**src/rtl/serial_status_params.svh**
```systemverilog
// constants for the serial status flag block
`ifndef SERIAL_STATUS_PARAMS_SVH
`define SERIAL_STATUS_PARAMS_SVH
`define OFS_STATUS_ONE    8'h04
`define OFS_DATA_LOW      8'h00
`define OFS_CONTROL       8'h08
`define OFS_IRQ_STATUS    8'h0C
`define OFS_IRQ_MASK      8'h10
`define BIT_TX_EMPTY      7
`define BIT_TX_DONE       6
`define BIT_RX_FULL       5
`define BIT_IDLE          4
`define CTL_LONG_FRAME    0
`define CTL_WAKEUP        1
`define CTL_BREAK         2
`define CTL_PREAMBLE      3
`define IDLE_BITS_SHORT   4'hA
`define IDLE_BITS_LONG    4'hB
`define BAUD_DIV_RESET    16'h0010
`define RESET_STATUS_ONE  8'hC0
`endif

```
**src/rtl/serial_status_pkg.sv**
```systemverilog
// types shared by the serial status flag block
package serial_status_pkg;
   typedef enum logic [1:0] {
      TX_IDLE  = 2'b00,
      TX_SHIFT = 2'b01,
      TX_SPECIAL = 2'b10
   } tx_state_t;
endpackage

```
**src/rtl/serial_bit_tick.sv**
```systemverilog
// baud tick divider: one-cycle enable pulse every div cycles
`timescale 1ns/1ps
`default_nettype none
module serial_bit_tick #(
   parameter int W = 16
) (
   input  wire logic         clk,
   input  wire logic         rst_n,
   input  wire logic [W-1:0] div,
   output logic              tick
);
   logic [W-1:0] cnt_reg;
   // counter restarts at zero so tick spacing equals div
   always_ff @(posedge clk or negedge rst_n) begin
      if (!rst_n) begin
         cnt_reg <= '0;
         tick    <= 1'b0;
      end else if (cnt_reg + 1'b1 >= div) begin
         cnt_reg <= '0;
         tick    <= 1'b1;
      end else begin
         cnt_reg <= cnt_reg + 1'b1;
         tick    <= 1'b0;
      end
   end
endmodule
`default_nettype wire

```
**src/rtl/serial_rx_shift.sv**
```systemverilog
// receive shifter with idle-run counter, one sample per tick
`include "serial_status_params.svh"
`timescale 1ns/1ps
`default_nettype none
module serial_rx_shift (
   input  wire logic       clk,
   input  wire logic       rst_n,
   input  wire logic       tick,
   input  wire logic       long_frame,
   input  wire logic       rxd,
   output logic            done,
   output logic [7:0]      data,
   output logic            idle_seen
);
   logic [3:0] bit_reg;
   logic [3:0] ones_reg;
   logic [8:0] sh_reg;
   logic [3:0] last_bit;
   logic [3:0] idle_need;
   assign last_bit  = long_frame ? 4'd10 : 4'd9;
   assign idle_need = long_frame ? `IDLE_BITS_LONG : `IDLE_BITS_SHORT;
   // frame capture: start bit low, data lsb first, stop bit checked high
   always_ff @(posedge clk or negedge rst_n) begin
      if (!rst_n) begin
         bit_reg <= '0;
         sh_reg  <= '0;
         done    <= 1'b0;
         data    <= '0;
      end else begin
         done <= 1'b0;
         if (tick) begin
            if (bit_reg == 4'd0) begin
               if (!rxd) bit_reg <= 4'd1;
            end else if (bit_reg == last_bit) begin
               bit_reg <= 4'd0;
               // a missing stop bit means a bad frame, not delivered
               if (rxd) begin
                  done <= 1'b1;
                  // short frames shift eight times, so the byte sits one bit higher
                  data <= long_frame ? sh_reg[7:0] : sh_reg[8:1];
               end
            end else begin
               sh_reg  <= {rxd, sh_reg[8:1]};
               bit_reg <= bit_reg + 4'd1;
            end
         end
      end
   end
   // consecutive-ones counter saturates at the idle length
   always_ff @(posedge clk or negedge rst_n) begin
      if (!rst_n) begin
         ones_reg  <= '0;
         idle_seen <= 1'b0;
      end else begin
         idle_seen <= 1'b0;
         if (tick) begin
            if (!rxd) begin
               ones_reg <= '0;
            end else if (ones_reg + 4'd1 == idle_need) begin
               ones_reg  <= ones_reg + 4'd1;
               idle_seen <= 1'b1;
            end else if (ones_reg < idle_need) begin
               ones_reg <= ones_reg + 4'd1;
            end
         end
      end
   end
endmodule
`default_nettype wire

```
**src/rtl/serial_status_top.sv**
```systemverilog
// serial port status flags with avalon-mm register slave
//
// Overview of operation
// - status register readable any time, writes to it are ignored
// - transmit-empty bit 7 sets when the shifter takes the data byte
// - transmit-empty clears on status read seeing it, then data low write
// - transmit-complete bit 6 low while sending, high when empty and idle
// - serial output is high whenever transmit-complete is set
// - transmit-complete clears on queueing or status read then data write
// - simultaneous set and clear of transmit-complete leaves it clear
// - receive-full bit 5 sets when received byte enters data register
// - receive-full clears on status read seeing it, then data low read
// - idle bit 4 sets after 10 or 11 high bits by frame length
// - after idle clears, a valid frame must set receive-full before re-arm
// - idle clears on status read seeing it, then data low read
// - receiver wakeup bit set blocks idle flag from setting
// - flags drive the interrupt logic and stay readable for polling
//
// The implementer's own choice: the Avalon-MM interface to the registers.
`include "serial_status_params.svh"
`timescale 1ns/1ps
`default_nettype none
module serial_status_top
   import serial_status_pkg::*;
(
   input  wire logic        clk,
   input  wire logic        nrst,
   input  wire logic [7:0]  address,
   input  wire logic        read,
   input  wire logic        write,
   input  wire logic [31:0] writedata,
   output logic [31:0]      readdata,
   output logic             waitrequest,
   input  wire logic        rxd,
   output logic             txd,
   output logic             irq
);
   ////////////////////////////////////////////////////////////////////
   // reset release and bus timing
   logic       rst_meta_reg;
   logic       rst_n;
   // two flops so reset leaves every flop on the same edge
   always_ff @(posedge clk or negedge nrst) begin
      if (!nrst) begin
         rst_meta_reg <= 1'b0;
         rst_n        <= 1'b0;
      end else begin
         rst_meta_reg <= 1'b1;
         rst_n        <= rst_meta_reg;
      end
   end

   logic ack_reg;
   // one wait cycle: request taken on the edge where waitrequest is low
   always_ff @(posedge clk or negedge rst_n) begin
      if (!rst_n) ack_reg <= 1'b0;
      else        ack_reg <= (read | write) & ~ack_reg;
   end
   always_ff @(posedge clk or negedge rst_n) begin
      if (!rst_n) waitrequest <= 1'b1;
      else        waitrequest <= ~((read | write) & ~ack_reg);
   end
   logic rd_go;
   logic wr_go;
   assign rd_go = read & ack_reg;
   assign wr_go = write & ack_reg;

   function automatic logic hit(input logic [7:0] a, input logic [7:0] ofs);
      hit = (a == ofs);
   endfunction

   ////////////////////////////////////////////////////////////////////
   // control, baud and data registers
   logic [3:0]  ctl_reg;
   logic [15:0] div_reg;
   logic [7:0]  tx_data_reg;
   logic [7:0]  rx_data_reg;
   logic [3:0]  irq_mask_reg;
   always_ff @(posedge clk or negedge rst_n) begin
      if (!rst_n) begin
         ctl_reg      <= '0;
         div_reg      <= `BAUD_DIV_RESET;
         irq_mask_reg <= '0;
      end else if (wr_go) begin
         if (hit(address, `OFS_CONTROL))  ctl_reg <= writedata[3:0];
         if (hit(address, `OFS_CONTROL))  div_reg <= writedata[31:16];
         if (hit(address, `OFS_IRQ_MASK)) irq_mask_reg <= writedata[7:4];
      end
   end
   logic data_wr;
   logic data_rd;
   logic status_rd;
   assign data_wr   = wr_go & hit(address, `OFS_DATA_LOW);
   assign data_rd   = rd_go & hit(address, `OFS_DATA_LOW);
   assign status_rd = rd_go & hit(address, `OFS_STATUS_ONE);
   logic special_req;
   assign special_req = wr_go & hit(address, `OFS_CONTROL)
                      & (writedata[`CTL_BREAK] | writedata[`CTL_PREAMBLE]);

   logic tick;
   serial_bit_tick #(.W(16)) u_tick (
      .clk   (clk),
      .rst_n (rst_n),
      .div   (div_reg),
      .tick  (tick)
   );

   ////////////////////////////////////////////////////////////////////
   // flags and armed-by-read bits
   logic tx_empty_reg;
   logic tx_done_reg;
   logic rx_full_reg;
   logic idle_reg;
   logic idle_arm_reg;
   logic [3:0] seen_reg;   // flags observed set by last status read
   logic tx_take;
   logic tx_busy;
   logic queued_reg;
   logic rx_done;
   logic [7:0] rx_byte;
   logic idle_seen;

   // gap allowed: seen bits persist until the data access
   always_ff @(posedge clk or negedge rst_n) begin
      if (!rst_n) seen_reg <= '0;
      else if (status_rd) seen_reg <= {tx_empty_reg, tx_done_reg, rx_full_reg, idle_reg};
      else if (data_wr) seen_reg[3:2] <= 2'b00;
      else if (data_rd) seen_reg[1:0] <= 2'b00;
   end

   always_ff @(posedge clk or negedge rst_n) begin
      if (!rst_n) tx_empty_reg <= 1'b1;
      else if (tx_take) tx_empty_reg <= 1'b1;
      else if (data_wr & seen_reg[3]) tx_empty_reg <= 1'b0;
   end

   // data write loads the holding register; queued until shifter takes it
   always_ff @(posedge clk or negedge rst_n) begin
      if (!rst_n) begin
         tx_data_reg <= '0;
         queued_reg  <= 1'b0;
      end else if (data_wr) begin
         tx_data_reg <= writedata[7:0];
         queued_reg  <= 1'b1;
      end else if (tx_take) begin
         queued_reg  <= 1'b0;
      end
   end

   always_ff @(posedge clk or negedge rst_n) begin
      if (!rst_n) tx_done_reg <= 1'b1;
      else if (data_wr | special_req | tx_busy | queued_reg) tx_done_reg <= 1'b0;
      else if (tx_empty_reg) tx_done_reg <= 1'b1;
   end

   always_ff @(posedge clk or negedge rst_n) begin
      if (!rst_n) begin
         rx_full_reg <= 1'b0;
         rx_data_reg <= '0;
      end else if (rx_done) begin
         rx_full_reg <= 1'b1;
         rx_data_reg <= rx_byte;
      end else if (data_rd & seen_reg[1]) begin
         rx_full_reg <= 1'b0;
      end
   end

   always_ff @(posedge clk or negedge rst_n) begin
      if (!rst_n) begin
         idle_reg     <= 1'b0;
         idle_arm_reg <= 1'b0;
      end else begin
         if (rx_done) idle_arm_reg <= 1'b1;
         if (idle_seen & idle_arm_reg & ~ctl_reg[`CTL_WAKEUP]) begin
            idle_reg     <= 1'b1;
            idle_arm_reg <= 1'b0;
         end else if (data_rd & seen_reg[0]) begin
            idle_reg <= 1'b0;
         end
      end
   end

   ////////////////////////////////////////////////////////////////////
   // transmit shifter
   tx_state_t  tx_state_reg;
   logic [3:0] tx_cnt_reg;
   logic [9:0] tx_sh_reg;
   assign tx_busy = (tx_state_reg != TX_IDLE);
   assign tx_take = (tx_state_reg == TX_IDLE) & queued_reg & tick;
   always_ff @(posedge clk or negedge rst_n) begin
      if (!rst_n) begin
         tx_state_reg <= TX_IDLE;
         tx_cnt_reg   <= '0;
         tx_sh_reg    <= '1;
      end else begin
         unique case (tx_state_reg)
            TX_IDLE: begin
               if (special_req) begin
                  // preamble all ones, break ten zeros then ones, one frame long
                  tx_sh_reg    <= writedata[`CTL_BREAK] ? 10'h000 : 10'h3FF;
                  tx_cnt_reg   <= ctl_reg[`CTL_LONG_FRAME] ? 4'd11 : 4'd10;
                  tx_state_reg <= TX_SPECIAL;
               end else if (tx_take) begin
                  tx_sh_reg    <= {1'b1, tx_data_reg, 1'b0};
                  tx_cnt_reg   <= ctl_reg[`CTL_LONG_FRAME] ? 4'd11 : 4'd10;
                  tx_state_reg <= TX_SHIFT;
               end
            end
            TX_SHIFT, TX_SPECIAL: begin
               if (tick) begin
                  tx_sh_reg  <= {1'b1, tx_sh_reg[9:1]};
                  tx_cnt_reg <= tx_cnt_reg - 4'd1;
                  if (tx_cnt_reg == 4'd1) tx_state_reg <= TX_IDLE;
               end
            end
            default: tx_state_reg <= TX_IDLE;
         endcase
      end
   end
   always_ff @(posedge clk or negedge rst_n) begin
      if (!rst_n) txd <= 1'b1;
      else        txd <= tx_busy ? tx_sh_reg[0] : 1'b1;
   end

   ////////////////////////////////////////////////////////////////////
   // receiver
   serial_rx_shift u_rx (
      .clk        (clk),
      .rst_n      (rst_n),
      .tick       (tick),
      .long_frame (ctl_reg[`CTL_LONG_FRAME]),
      .rxd        (rxd),
      .done       (rx_done),
      .data       (rx_byte),
      .idle_seen  (idle_seen)
   );

   ////////////////////////////////////////////////////////////////////
   // interrupt status: sticky, cleared by reading it; set wins
   logic [3:0] irq_stat_reg;
   logic [3:0] flag_now;
   logic [3:0] flag_prev_reg;
   logic       irq_stat_rd;
   assign flag_now    = {tx_empty_reg, tx_done_reg, rx_full_reg, idle_reg};
   assign irq_stat_rd = rd_go & hit(address, `OFS_IRQ_STATUS);
   always_ff @(posedge clk or negedge rst_n) begin
      if (!rst_n) flag_prev_reg <= 4'b1100;
      else        flag_prev_reg <= flag_now;
   end
   always_ff @(posedge clk or negedge rst_n) begin
      if (!rst_n) irq_stat_reg <= '0;
      else irq_stat_reg <= (irq_stat_rd ? 4'b0000 : irq_stat_reg)
                           | (flag_now & ~flag_prev_reg);
   end
   always_ff @(posedge clk or negedge rst_n) begin
      if (!rst_n) irq <= 1'b0;
      else        irq <= |(irq_stat_reg & irq_mask_reg);
   end

   ////////////////////////////////////////////////////////////////////
   // read mux, registered; unmapped addresses read zero
   always_ff @(posedge clk or negedge rst_n) begin
      if (!rst_n) readdata <= '0;
      else if (read & ~ack_reg) begin
         unique case (address)
            `OFS_STATUS_ONE: readdata <= {24'h0, flag_now, 4'h0};
            `OFS_DATA_LOW:   readdata <= {24'h0, rx_data_reg};
            `OFS_CONTROL:    readdata <= {div_reg, 12'h0, ctl_reg};
            `OFS_IRQ_STATUS: readdata <= {24'h0, irq_stat_reg, 4'h0};
            `OFS_IRQ_MASK:   readdata <= {24'h0, irq_mask_reg, 4'h0};
            default:         readdata <= '0;
         endcase
      end
   end
endmodule
`default_nettype wire

```
**config.mk**
```make
export PLATFORM = sky130hd
export DESIGN_NAME = serial_status_top
export DESIGN_NICKNAME = d
export VERILOG_FILES = /design/src/rtl/serial_status_pkg.sv /design/src/rtl/serial_bit_tick.sv /design/src/rtl/serial_rx_shift.sv /design/src/rtl/serial_status_top.sv
export VERILOG_INCLUDE_DIRS = /design/src /design/src/rtl
export SDC_FILE = /design/constraint.sdc
export NUM_CORES = 1
export LEC_CHECK = 0
export BUFFER_PORTS_ARGS = -buffer_cell sky130_fd_sc_hd__buf_4
export CAP_MARGIN = 20
export CORE_ASPECT_RATIO = 0.7
export CORE_MARGIN = 4
export CORE_UTILIZATION = 39
export CTS_CLUSTER_SIZE = 14
export DETAILED_ROUTE_END_ITERATION = 10
export PLACE_DENSITY = 0.53
export SLEW_MARGIN = 20
export SYNTH_ARGS = -nofsm -noshare
export SYNTH_HDL_FRONTEND = slang
export SYNTH_SLANG_ARGS = --single-unit
```
**constraint.sdc**
```tcl
create_clock -name clk -period 6.2 [get_ports clk]
set_clock_uncertainty 0.15 [all_clocks]
set_input_delay 0.31 -clock clk [delete_from_list [all_inputs] [get_ports clk]]
set_output_delay 0.31 -clock clk [all_outputs]
set_load 0.01 [all_outputs]
```
==> results of run 1 <==
==> power groups by stage <==
stage,logic (W),clock network [W],registers [W]
global route,0.000114,0.00113,0.000995
finish,0.000102,0.00106,0.000992
detailed placement,0.0000908,0,0.00101
global placement,0.0000882,0,0.00101
floorplan,0.0000433,0,0.00101
CTS,0.000103,0.00108,0.000992
==> worst max-delay path, cell delays in order (launching register included) <==
cell and delay, ns:
dfrtp_1 0.46, ha_1 0.29, nand4_1 0.24, or3_1 0.44, xnor2_1 0.21, ha_1 0.30
a21oi_1 0.17, a21boi_0 0.12, a311oi_2 0.50, nand2_2 0.26, nor2b_1 0.17
==> final timing paths <==
check                                endpoint  depth (start not counted)  slack, ns              start
hold / removal                 u_rx.sh_reg[8]                          2       0.02                rxd
max in group asynchronous   u_tick.cnt_reg[7]                          1       4.56              rst_n
hold reg to reg                 tx_cnt_reg[3]                          0       0.21              rst_n
min in group asynchronous               rst_n                          2       0.04               nrst
setup reg to reg           u_tick.cnt_reg[11]                         10       2.79  u_tick.cnt_reg[0]
setup / recovery           u_tick.cnt_reg[11]                         10       2.79  u_tick.cnt_reg[0]
==> synthesized netlist by cell type, drive strengths merged (3+ instances only) <==
library cell and number:
nand4 6, dfstp 17, or2 4, nor2b 13, inv 35, xor2 6
a22oi 5, a21oi 17, a22o 24, mux2 32, dfrtp 130, mux2i 18
nor3 9, xnor2 9, o21ai 38, nand2 72, and3 11, a21o 5
a221o 4, o311ai 9, nand2b 14, clkbuf 12, ha 24, nor2 32
nor3b 4, nand3 14, nand3b 4, buf 21, a32o 4, nor4 3
==> stage by stage <==
step	instance area, um^2	power [W]	utilization (%)
2_1_floorplan	6970	0.00106	-
3_3_place_gp	7570	0.00110	43.7
3_5_place_dp	7570	0.00110	43.7
4_1_cts	8420	0.00218	48.6
5_1_grt	8430	0.00224	48.7
6_report	8430	0.00215	48.7
==> cell type report <==
| type | count | area [um^2] |
|---|---|---|
| multi-input cells | 420 | 2960 |
| well taps | 231 | 289 |
| repair buffers | 90 | 736 |
| fillers | 1595 | 8890 |
| flip-flops and latches | 147 | 3700 |
| clock inverters | 15 | 185 |
| clock buffers | 17 | 425 |
| inverters | 35 | 131 |
==> what timing repair did <==
action,CTS,global route
hold endpoints to repair,31,0
resized for setup,0,0
hold buffers,24,0
==> layer usage <==
layer / global-route usage [%] / routed length, um / up-vias
met4: 4.76 / 116 / 0
met1: 26.1 / 8360 / 2468
met5: 0 / 0 / -
met3: 4.31 / 834 / 10
met2: 22.2 / 6600 / 114
li1: - / - / 2383
==> cells by family after synthesis <==
family	after synthesis	synth area share (%)
and+or+nand+nor	197	14.9
AOI/OAI and AO/OA	125	13.1
buffers and inverters	68	4.56
xor gates and xnor gates	15	1.89
other	2	0.108
muxes	50	7.79
adders and majority gates	24	4.33
DFF	147	53.3
==> cells in the final DEF (no fill, tap or decap), types with 2 or more instances in the layout <==
cell type / count
ha_1: 24
buf_4: 66
nand3b_1: 4
dlygate4sd3_1: 24
o21a_1: 2
a21oi_2: 2
and3_1: 11
a22oi_1: 4
nand3_1: 14
a22o_1: 24
nand2_1: 71
a32o_1: 4
inv_1: 35
nor3_1: 9
dfstp_2: 17
mux2_2: 32
clkbuf_16: 17
a21o_1: 5
clkinvlp_4: 5
bufinv_16: 3
clkinv_4: 5
or3b_1: 2
nand4_1: 6
o21ai_0: 38
a21oi_1: 15
dfrtp_1: 129
mux2i_1: 18
xnor2_1: 9
nor2b_1: 12
or3_1: 2
nor3b_1: 2
a221o_1: 4
a31oi_1: 2
xor2_1: 6
conb_1: 9
and4_1: 2
nand2b_1: 14
nor2_1: 31
o311ai_0: 9
or2_2: 4
==> impl_metrics.csv, run 1 <==
group,metric,value,unit
outcome,status,"finished clean",
timing,slew_headroom,33.5,%
routing,via_per_inst,5.21,
placed_design,place_inst,899,
die,fp-row-count,40,
die,io_pins,80,
timing,timing.hold.ws,0.0187,ns
cells_and_area,stdcell_count,955,
die,die_w,167,um
yosys,synth_area_leaders,"dfrtp_1, dfstp_2, mux2_2",
die,die_area,20000,um^2
timing,finalHoldViolations,0,
power,p_switching,0.000495,W
yosys,ys_types,66,
timing,period_needed,3.41,ns
timing,max_freq,0.293,GHz
placed_design,gp_congestion,0.801,
yosys,syn_avg_cell_area,11.0,um^2
yosys,synth.largest_area_cell,"dfrtp_1",
yosys,ys_seq_area_share,53.3,%
grt,grt_pass1_vias,4906,
cells_and_area,nets,780,
clock_network,clockBufferDepth,2,
routing,wl,15.9,mm
yosys,synth_area,6940,um^2
clock_network,insertion_delay,0.43,ns
die,die_y,120,um
cells_and_area,antennaDiodeCount,0,
clock_network,path_clk_slew,0.06,ns
clock_network,clk_root_buffer_cell,"clkbuf_16",
grt,grt_max_degree,53,
worst_setup_path,worst-path-max-fanout,10,
hold_path,hp-class,"in -> reg",
routing,drt_iter0_markers,352,
power,power.leakage,3.98,nW
grt,overflow,0,
yosys,yosys_warnings,0,
grt,antenna_found_initial,0,
worst_setup_path,cp-start-kind,"register",
clock_network,post-cts-setup-buffers,0,
power,p_seq_share,46.1,%
routing,wl_per_cell,16.7,um
power,p_int,0.00166,W
timing,fin_ws,2.79,ns
clock_network,numCtsBuffers,17,
job,maxCapViolCount,0,
power,ir_worst_vdd,0.135,mV
routing,drc,0,
grt,grtUsageTotal,16.6,%
clock_network,htree_levels,4,
timing,worstMarginPinSlew,0.998,ns
power,combPwrFrac,4.7,%
timing,slew_viol_final,0,
yosys,syn_inst,628,
timing,setup_viol,0,
placed_design,place_ws,2.83,ns
worst_setup_path,critPathRequiredTime,6.40,ns
yosys,netlist.area_leader.share,46.9,%
worst_setup_path,critical_path_class,"reg -> reg",
worst_setup_path,cp-end-kind,"register",
power,powerDensity,255,nW/um^2
cells_and_area,syn2layout_area_growth,21.4,%
placed_design,io_buffers,63,
timing,rsz0062_at_grt,"no",
timing,period_share,55.0,%
cells_and_area,final_layout_size_suffix_gt1_share,22.7,%
cells_and_area,largest_reg_flops,24,
routing,vias,4975,
power,clockPowerShare,49.1,%
clock_network,cts_tree,"built",
placed_design,dp_hpwl,11.6,mm
routing,first_pass_iters,4,
worst_setup_path,crit_arrival,3.61,ns
timing,setup_tns,0,ns
die,initial_utilization,40.1,%
grt,grt_pass1_wl,26.3,mm
yosys,synthFlopType,"dfrtp_1",
power,swShare,23.0,%
yosys,synth-edff-count,0,
yosys,async_flop_share,100,%
yosys,ys_ff_latch,147,
clock_network,cts.sinks,147,
die,core-area,17300,um^2
routing,final_antenna_net_count,0,
Power figures use the tool's default switching activity.
==> inputs of run 2 (changes only) <==
--- a/config.mk
+++ b/config.mk
@@ -6,6 +6,7 @@
 export SDC_FILE = /design/constraint.sdc
 export NUM_CORES = 1
 export LEC_CHECK = 0
+export ABC_AREA = 1
 export BUFFER_PORTS_ARGS = -buffer_cell sky130_fd_sc_hd__buf_4
 export CAP_MARGIN = 20
 export CORE_ASPECT_RATIO = 0.7
==> constraint.sdc (replaced) <==
create_clock -name clk -period 3.55 [get_ports clk]
set_clock_uncertainty 0.15 [all_clocks]
set_input_delay 0.1775 -clock clk [delete_from_list [all_inputs] [get_ports clk]]
set_output_delay 0.1775 -clock clk [all_outputs]
set_load 0.01 [all_outputs]
==> run 2 against run 1 <==
Combinational power grew to 6.1 times the previous value. Final cell count increased by 24%. Sequential share of layout area decreased by 1.5 points. Flip-flop and latch count stayed put. Clock power up 74%. Power grew 100%. Fmax is 26% higher. Sequential power increased by 90%. Largest cell class unchanged. Hold slack better by 0.048 ns. Clock-buffer cell count is 3 higher. Register-to-register slack worse by 2.0 ns. Wire length rose by 6.2%.
==> impl_metrics.csv, run 2 <==
group,metric,value,unit
placed_design,place_ws,0.788,ns
yosys,async_flop_share,100,%
worst_setup_path,crit_buf_inv,1,
worst_setup_path,critPathRequiredTime,3.74,ns
job,maxCapViolCount,0,
yosys,ys_ff_latch,147,
grt,antenna_found_initial,0,
yosys,yosys_warnings,0,
yosys,synth_top_family_by_area,"simple AND/OR/NAND/NOR gates",
timing,max_freq,0.369,GHz
placed_design,io_buffers,63,
worst_setup_path,cp-start-kind,"register",
worst_setup_path,worstSetupPathDepth,11,
power,clockPowerShare,42.4,%
worst_setup_path,slowest_delay,0.40,ns
clock_network,path_clk_slew,0.06,ns
timing,rsz0062_at_grt,"no",
worst_setup_path,path_cells,"nand3_1, nor3_4, nand2_1, o21ai_0, inv_1, ha_1, a21oi_1, o21ai_0, a21oi_1, nand3_2, nor2_1",
yosys,ys_types,41,
clock_network,numCtsBuffers,17,
routing,wl,16.9,mm
worst_setup_path,r2r_start,"u_tick.cnt_reg[0]",
cells_and_area,largest_reg_flops,24,
placed_design,gp_congestion,0.835,
yosys,muxShareOfSynthArea,0.158,%
die,core-area,18000,um^2
yosys,ys_top_cells_by_count,"nand2_1, dfrtp_1, inv_1",
clock_network,htree_levels,4,
die,die_w,170,um
yosys,synth-adder-area-share,4.20,%
grt,grtUsageTotal,17.7,%
clock_network,clk_root_buffer_cell,"clkbuf_16",
power,combPwrFrac,14.4,%
power,p_seq_share,43.2,%
yosys,synth_compound_area_share,11.8,%
yosys,synth-edff-count,0,
worst_setup_path,r2r_setup_slack,0.84,ns
timing,period_needed,2.71,ns
grt,grt_max_degree,59,
worst_setup_path,cp-startpoint,"u_tick.cnt_reg[0]",
cells_and_area,nFillCells,1746,
worst_setup_path,critical-path-top-delay-family,"simple AND/OR/NAND/NOR gates",
power,powerDensity,499,nW/um^2
yosys,ys_seq_area_share,51.8,%
die,die_y,121,um
routing,first_pass_iters,5,
yosys,synth-simple-area-share,21.4,%
timing,period_share,76.4,%
clock_network,cts_tree,"built",
timing,slew_viol_final,0,
yosys,synth_area_leaders,"dfrtp_1, nand2_1, dfstp_2",
clock_network,cts.sinks,147,
power,power.leakage,4.39,nW
die,fp-row-count,41,
cells_and_area,final_layout_size_suffix_gt1_share,16.8,%
hold_path,hold_start,"address[0]",
yosys,yosysMostFrequentCell,"nand2_1",
worst_setup_path,crit_arrival,2.90,ns
cells_and_area,layout_common_cells,"nand2_1, dfrtp_1, inv_1",
clock_network,insertion_delay,0.43,ns
cells_and_area,nets,1002,
routing,via_per_inst,4.71,
cells_and_area,fin_util,48.4,%
yosys,synthXorXnorAreaFrac,1.45,%
timing,finalHoldViolations,0,
routing,vias,5562,
worst_setup_path,cpMaxStageDelayCell,"dfrtp_1",
power,swShare,26.7,%
worst_setup_path,worst-path-max-fanout,17,
outcome,status,"finished clean",
grt,grt_pass1_wl,28.4,mm
worst_setup_path,critical_path_class,"reg -> reg",
cells_and_area,layout_commonest_cell,"nand2_1",
die,die_area,20600,um^2
timing,slew_headroom,46.8,%
cells_and_area,antennaDiodeCount,0,
timing,setup_viol,0,
yosys,syn_avg_cell_area,8.54,um^2
routing,wl_per_cell,14.3,um
power,fin_total_pwr,0.00435,W
cells_and_area,syn2layout_area_growth,22.1,%
timing,timing.hold.ws,0.0665,ns
clock_network,clockBufferDepth,2,
worst_setup_path,worstSetupEndpoint,"u_tick.cnt_reg[12]",
die,initial_utilization,39.7,%
worst_setup_path,cp-end-kind,"register",
grt,overflow,0,
routing,drt_iter0_markers,526,
yosys,synth.largest_area_cell,"dfrtp_1",
power,p_switching,0.00116,W
die,io_pins,80,
routing,drc,0,
power,ir_worst_vdd,0.341,mV
yosys,syn_inst,836,
worst_setup_path,ff2ff_path_depth,11,
yosys,synthFlopType,"dfrtp_1",
timing,worstMarginPinSlew,0.798,ns
timing,setup_tns,0,ns
grt,grt_pass1_vias,5330,
timing,fin_ws,0.838,ns
routing,final_antenna_net_count,0,
yosys,synth_area,7140,um^2
worst_setup_path,r2r_end,"u_tick.cnt_reg[12]",
yosys,netlist.area_leader.share,45.6,%
placed_design,dp_hpwl,12.1,mm
hold_path,hp-class,"in -> reg",
power,p_int,0.00319,W
==> run 2: area by class of cell <==
cell class	count	area (um^2)	share of cell area, %
clock buffers	20	447	5.12
clock inverters	12	155	1.78
inverters	120	450	5.17
multi-input cells	546	2820	32.4
flip-flops and latches	147	3700	42.5
well taps	236	295	3.39
repair buffers	101	846	9.70
==> run 2: power by group through the flow <==
stage	combinational, W	sequential [W]	clock (W)
6_report	0.000624	0.00188	0.00184
5_1_grt	0.000724	0.00190	0.00197
3_3_place_gp	0.000592	0.00191	0
2_1_floorplan	0.000440	0.00191	0
3_5_place_dp	0.000598	0.00191	0
4_1_cts	0.000629	0.00188	0.00189
==> run 2: worst min-delay path by stage <==
| stage | endpoint | slack, ns | cells past startpoint |
|---|---|---|---|
| after detailed placement | rst_meta_reg | -0.19 | 1 |
| after global placement | rst_meta_reg | -0.19 | 1 |
| after floorplan | rst_meta_reg | -0.27 | 0 |
| after global routing | readdata[3] | 0.09 | 6 |
| final | readdata[1] | 0.07 | 6 |
| after CTS | readdata[1] | 0.05 | 6 |
==> run 2: logic make-up (layout without fill, tap and decap cells) <==
group,after synthesis,count (layout)
compound gates,144,144
fa+ha+maj,24,24
xor+xnor,11,11
simple gates,357,357
flops,147,147
buf+inv,150,253
mux,1,1
other cells,2,9
==> run 2: repair_timing <==
item / in CTS / in global routing
resized for setup: 0 / 0
buffers inserted: 0 / 0
hold buffers: 30 / 0
hold endpoints to repair: 40 / 0
==> run 2: layer usage <==
metal	vias up	GRT usage [%]	part of all wire, %
met5	-	0	0
met4	0	6.28	1.6
met3	25	3.65	4.9
met2	119	22.6	38
met1	2569	28.7	56
li1	2849	-	-
==> run 2: per-stage QoR <==
step / cell area [um^2] / cells
3_5_place_dp: 7820 / 1120
2_1_floorplan: 7170 / 843
3_3_place_gp: 7820 / 1120
4_1_cts: 8720 / 1182
6_report: 8720 / 1182
5_1_grt: 8720 / 1182
==> run 2: worst reg2reg max path, delay by kind of cell (launching register included) <==
kind                     cells  cell delay, ns
AO/OA/AOI/OAI                4            0.62
adder cells (fa/ha/maj)      1            0.29
buffers and inverters        1            0.08
flip-flops                   1            0.40
AND/OR/NAND/NOR              5            1.10
==> inputs of run 3 (changes only) <==
--- a/config.mk
+++ b/config.mk
@@ -6,7 +6,7 @@
 export SDC_FILE = /design/constraint.sdc
 export NUM_CORES = 1
 export LEC_CHECK = 0
-export ABC_AREA = 1
+export ABC_AREA = 0
 export BUFFER_PORTS_ARGS = -buffer_cell sky130_fd_sc_hd__buf_4
 export CAP_MARGIN = 20
 export CORE_ASPECT_RATIO = 0.7
==> constraint.sdc (replaced) <==
create_clock -name clk -period 2.5 [get_ports clk]
set_clock_uncertainty 0.15 [all_clocks]
set_input_delay 0.125 -clock clk [delete_from_list [all_inputs] [get_ports clk]]
set_output_delay 0.125 -clock clk [all_outputs]
set_load 0.01 [all_outputs]
==> run 3 against run 2 <==
The run now ends with setup timing left. Core utilization up 3.5 points. Fmax decreased by 0.76%. Clock-buffer cell count is 3 lower. Power rose by 20%. First-iteration DRC count down 16%. Worst setup slack lost 1.1 ns. Sequential share of layout area down 1.3 points. Clock power is 35% higher.
==> impl_metrics.csv, run 3 (synthesis gave the netlist of run 1 again) <==
group,metric,value,unit
die,core-area,17300,um^2
routing,drc,0,
worst_setup_path,critPathRequiredTime,2.70,ns
worst_setup_path,r2r_setup_slack,-0.23,ns
power,ir_worst_vdd,0.354,mV
grt,grt_max_degree,65,
clock_network,path_clk_slew,0.07,ns
worst_setup_path,slowest_delay,0.40,ns
routing,wl_per_cell,16.3,um
timing,max_freq,0.366,GHz
cells_and_area,fin_area,8980,um^2
worst_setup_path,cp-startpoint,"u_tick.cnt_reg[0]",
cells_and_area,nets,837,
die,die_area,20000,um^2
clock_network,insertion_delay,0.42,ns
timing,setup_viol,17,
cells_and_area,multiInputGateArea,3070,um^2
cells_and_area,layout_common_cells,"dfrtp_1, buf_4, nand2_1",
power,p_int,0.00388,W
hold_path,hold_depth,4,
timing,finalHoldViolations,0,
cells_and_area,antennaDiodeCount,0,
outcome,violations,"setup timing",
worst_setup_path,crit_arrival,2.93,ns
die,die_y,120,um
timing,worstMarginPinSlew,0.637,ns
worst_setup_path,critical_path_class,"reg -> reg",
clock_network,clk_root_buffer_cell,"clkbuf_16",
clock_network,numCtsBuffers,17,
timing,setup_tns,-3.00,ns
power,powerDensity,581,nW/um^2
power,clockPowerShare,47.6,%
die,die_w,167,um
worst_setup_path,cp-end-kind,"register",
placed_design,postPlaceCellArea,7890,um^2
clock_network,clockBufferDepth,2,
cells_and_area,largest_reg_flops,24,
timing,period_share,109,%
die,io_pins,80,
routing,drt_iter0_markers,442,
grt,overflow,0,
power,p_switching,0.00133,W
timing,slew_viol_final,0,
routing,first_pass_iters,4,
cells_and_area,stdcell_count,1012,
clock_network,cts_tree,"built",
placed_design,gp_congestion,0.835,
placed_design,io_buffers,63,
worst_setup_path,r2r_end,"u_tick.cnt_reg[6]",
cells_and_area,final-seq-area,3700,um^2
routing,via_per_inst,5.06,
timing,fin_ws,-0.232,ns
timing,timing.hold.ws,0.0451,ns
power,combPwrFrac,5.6,%
routing,vias,5120,
worst_setup_path,cpMaxStageDelayCell,"dfrtp_1",
worst_setup_path,ff2ff_path_depth,11,
worst_setup_path,worst-path-max-fanout,6,
worst_setup_path,cp-start-kind,"register",
worst_setup_path,path_cells,"ha_2, nand4_1, buf_4, nor2_1, xor2_1, ha_1, a21o_1, a21oi_2, a2bb2oi_4, buf_4, and3_1",
cells_and_area,nFillCells,1549,
power,swShare,25.5,%
timing,slew_headroom,57.5,%
cells_and_area,final_layout_size_suffix_gt1_share,28.6,%
timing,period_needed,2.73,ns
routing,final_antenna_net_count,0,
outcome,status,"complete, but fails checks",
placed_design,dp_hpwl,11.9,mm
cells_and_area,layout_commonest_cell,"dfrtp_1",
grt,antenna_found_initial,0,
job,maxCapViolCount,0,
placed_design,place_inst,937,
routing,wl,16.5,mm
hold_path,worstHoldEndpoint,"readdata[3]",
power,p_seq_share,46.8,%
cells_and_area,syn2layout_area_growth,29.5,%
die,initial_utilization,40.1,%
worst_setup_path,r2r_start,"u_tick.cnt_reg[0]",
hold_path,hp-class,"in -> reg",
clock_network,cts.sinks,147,
power,power.leakage,4.30,nW
grt,grt_pass1_vias,5079,
hold_path,hold_start,"address[0]",
die,fp-row-count,40,
grt,grtUsageTotal,17.0,%
worst_setup_path,cp_common_cell,"buf_4",
timing,rsz0062_at_grt,"yes",
clock_network,htree_levels,4,
grt,grt_pass1_wl,27.2,mm
==> run 3: changes by cell type in the layout (fill, tap and decap cells not counted), sizes merged, moves of 9 or more <==
cell | before | now
nand2 | 236 | 73
inv | 122 | 42
o21ai | 94 | 38
buf | 71 | 111
mux2 | 1 | 32
nand3 | 44 | 14
a22o | 0 | 24
nor2 | 52 | 32
mux2i | 0 | 18
o31ai | 15 | 0
nand2b | 0 | 14
nor2b | 0 | 13
and3 | 0 | 11
o311ai | 0 | 9
==> run 3: what timing repair did <==
item                                    4_1_cts  5_1_grt
endpoints found under the setup margin       17       18
hold buffers                                 35        0
hold endpoints to repair                     47        0
gates cloned                                  1        0
gates resized for setup                      13        7
buffers inserted                              4        3
pin swaps                                     8        6
==> run 3: power groups by stage <==
| stage | Clock [W] | Combinational [W] | Sequential [W] |
|---|---|---|---|
| 2_1_floorplan | 0 | 0.000107 | 0.00251 |
| 3_3_place_gp | 0 | 0.000246 | 0.00249 |
| 3_5_place_dp | 0 | 0.000252 | 0.00249 |
| 4_1_cts | 0.00256 | 0.000296 | 0.00244 |
| 5_1_grt | 0.00268 | 0.000327 | 0.00245 |
| 6_report | 0.00248 | 0.000293 | 0.00244 |
==> run 3: through the flow <==
stage               utilization, %  power (W)  setup WS [ns]
floorplan                        -    0.00262         -0.106
global placement              45.5    0.00273         -0.147
detailed placement            45.5    0.00274         -0.275
CTS                           51.5    0.00530         -0.157
global route                  51.9    0.00545         -0.404
finish                        51.9    0.00522         -0.232
==> run 3: worst max-delay path by stage <==
stage	end	slack, ns	depth (start not counted)
finish	u_tick.cnt_reg[6]	-0.23	11
global route	u_tick.cnt_reg[2]	-0.40	11
CTS	u_tick.cnt_reg[6]	-0.16	11
detailed placement	u_tick.cnt_reg[10]	-0.27	10
global placement	u_tick.cnt_reg[14]	-0.15	10
floorplan	u_tick.cnt_reg[10]	-0.11	10
==> run 3: cell type report <==
class | instances | area share, %
Inverter | 35 | 1.46
Clock buffer | 17 | 4.74
Clock inverter | 15 | 1.85
Timing Repair Buffer | 146 | 13.4
Tap cell | 231 | 3.22
Sequential cell | 147 | 41.2
Multi-Input combinational cell | 421 | 34.2
==> run 3: worst max-delay path: cells and delay by family, from the launching register on <==
family | cells | cell delay (ns)
AOI/OAI and AO/OA | 3 | 0.64
xor gates and xnor gates | 1 | 0.23
adders and majority gates | 2 | 0.50
buffers and inverters | 2 | 0.35
DFF | 1 | 0.40
and+or+nand+nor | 3 | 0.40
==> run 3: metal layers <==
metal | global-route usage, % | part of all wire (%) | vias to the layer above
met1 | 26.2 | 51 | 2499
met4 | 3.50 | 0.65 | 0
met5 | 0 | 0 | -
met2 | 23.7 | 42 | 118
met3 | 4.71 | 5.6 | 8
li1 | - | - | 2495
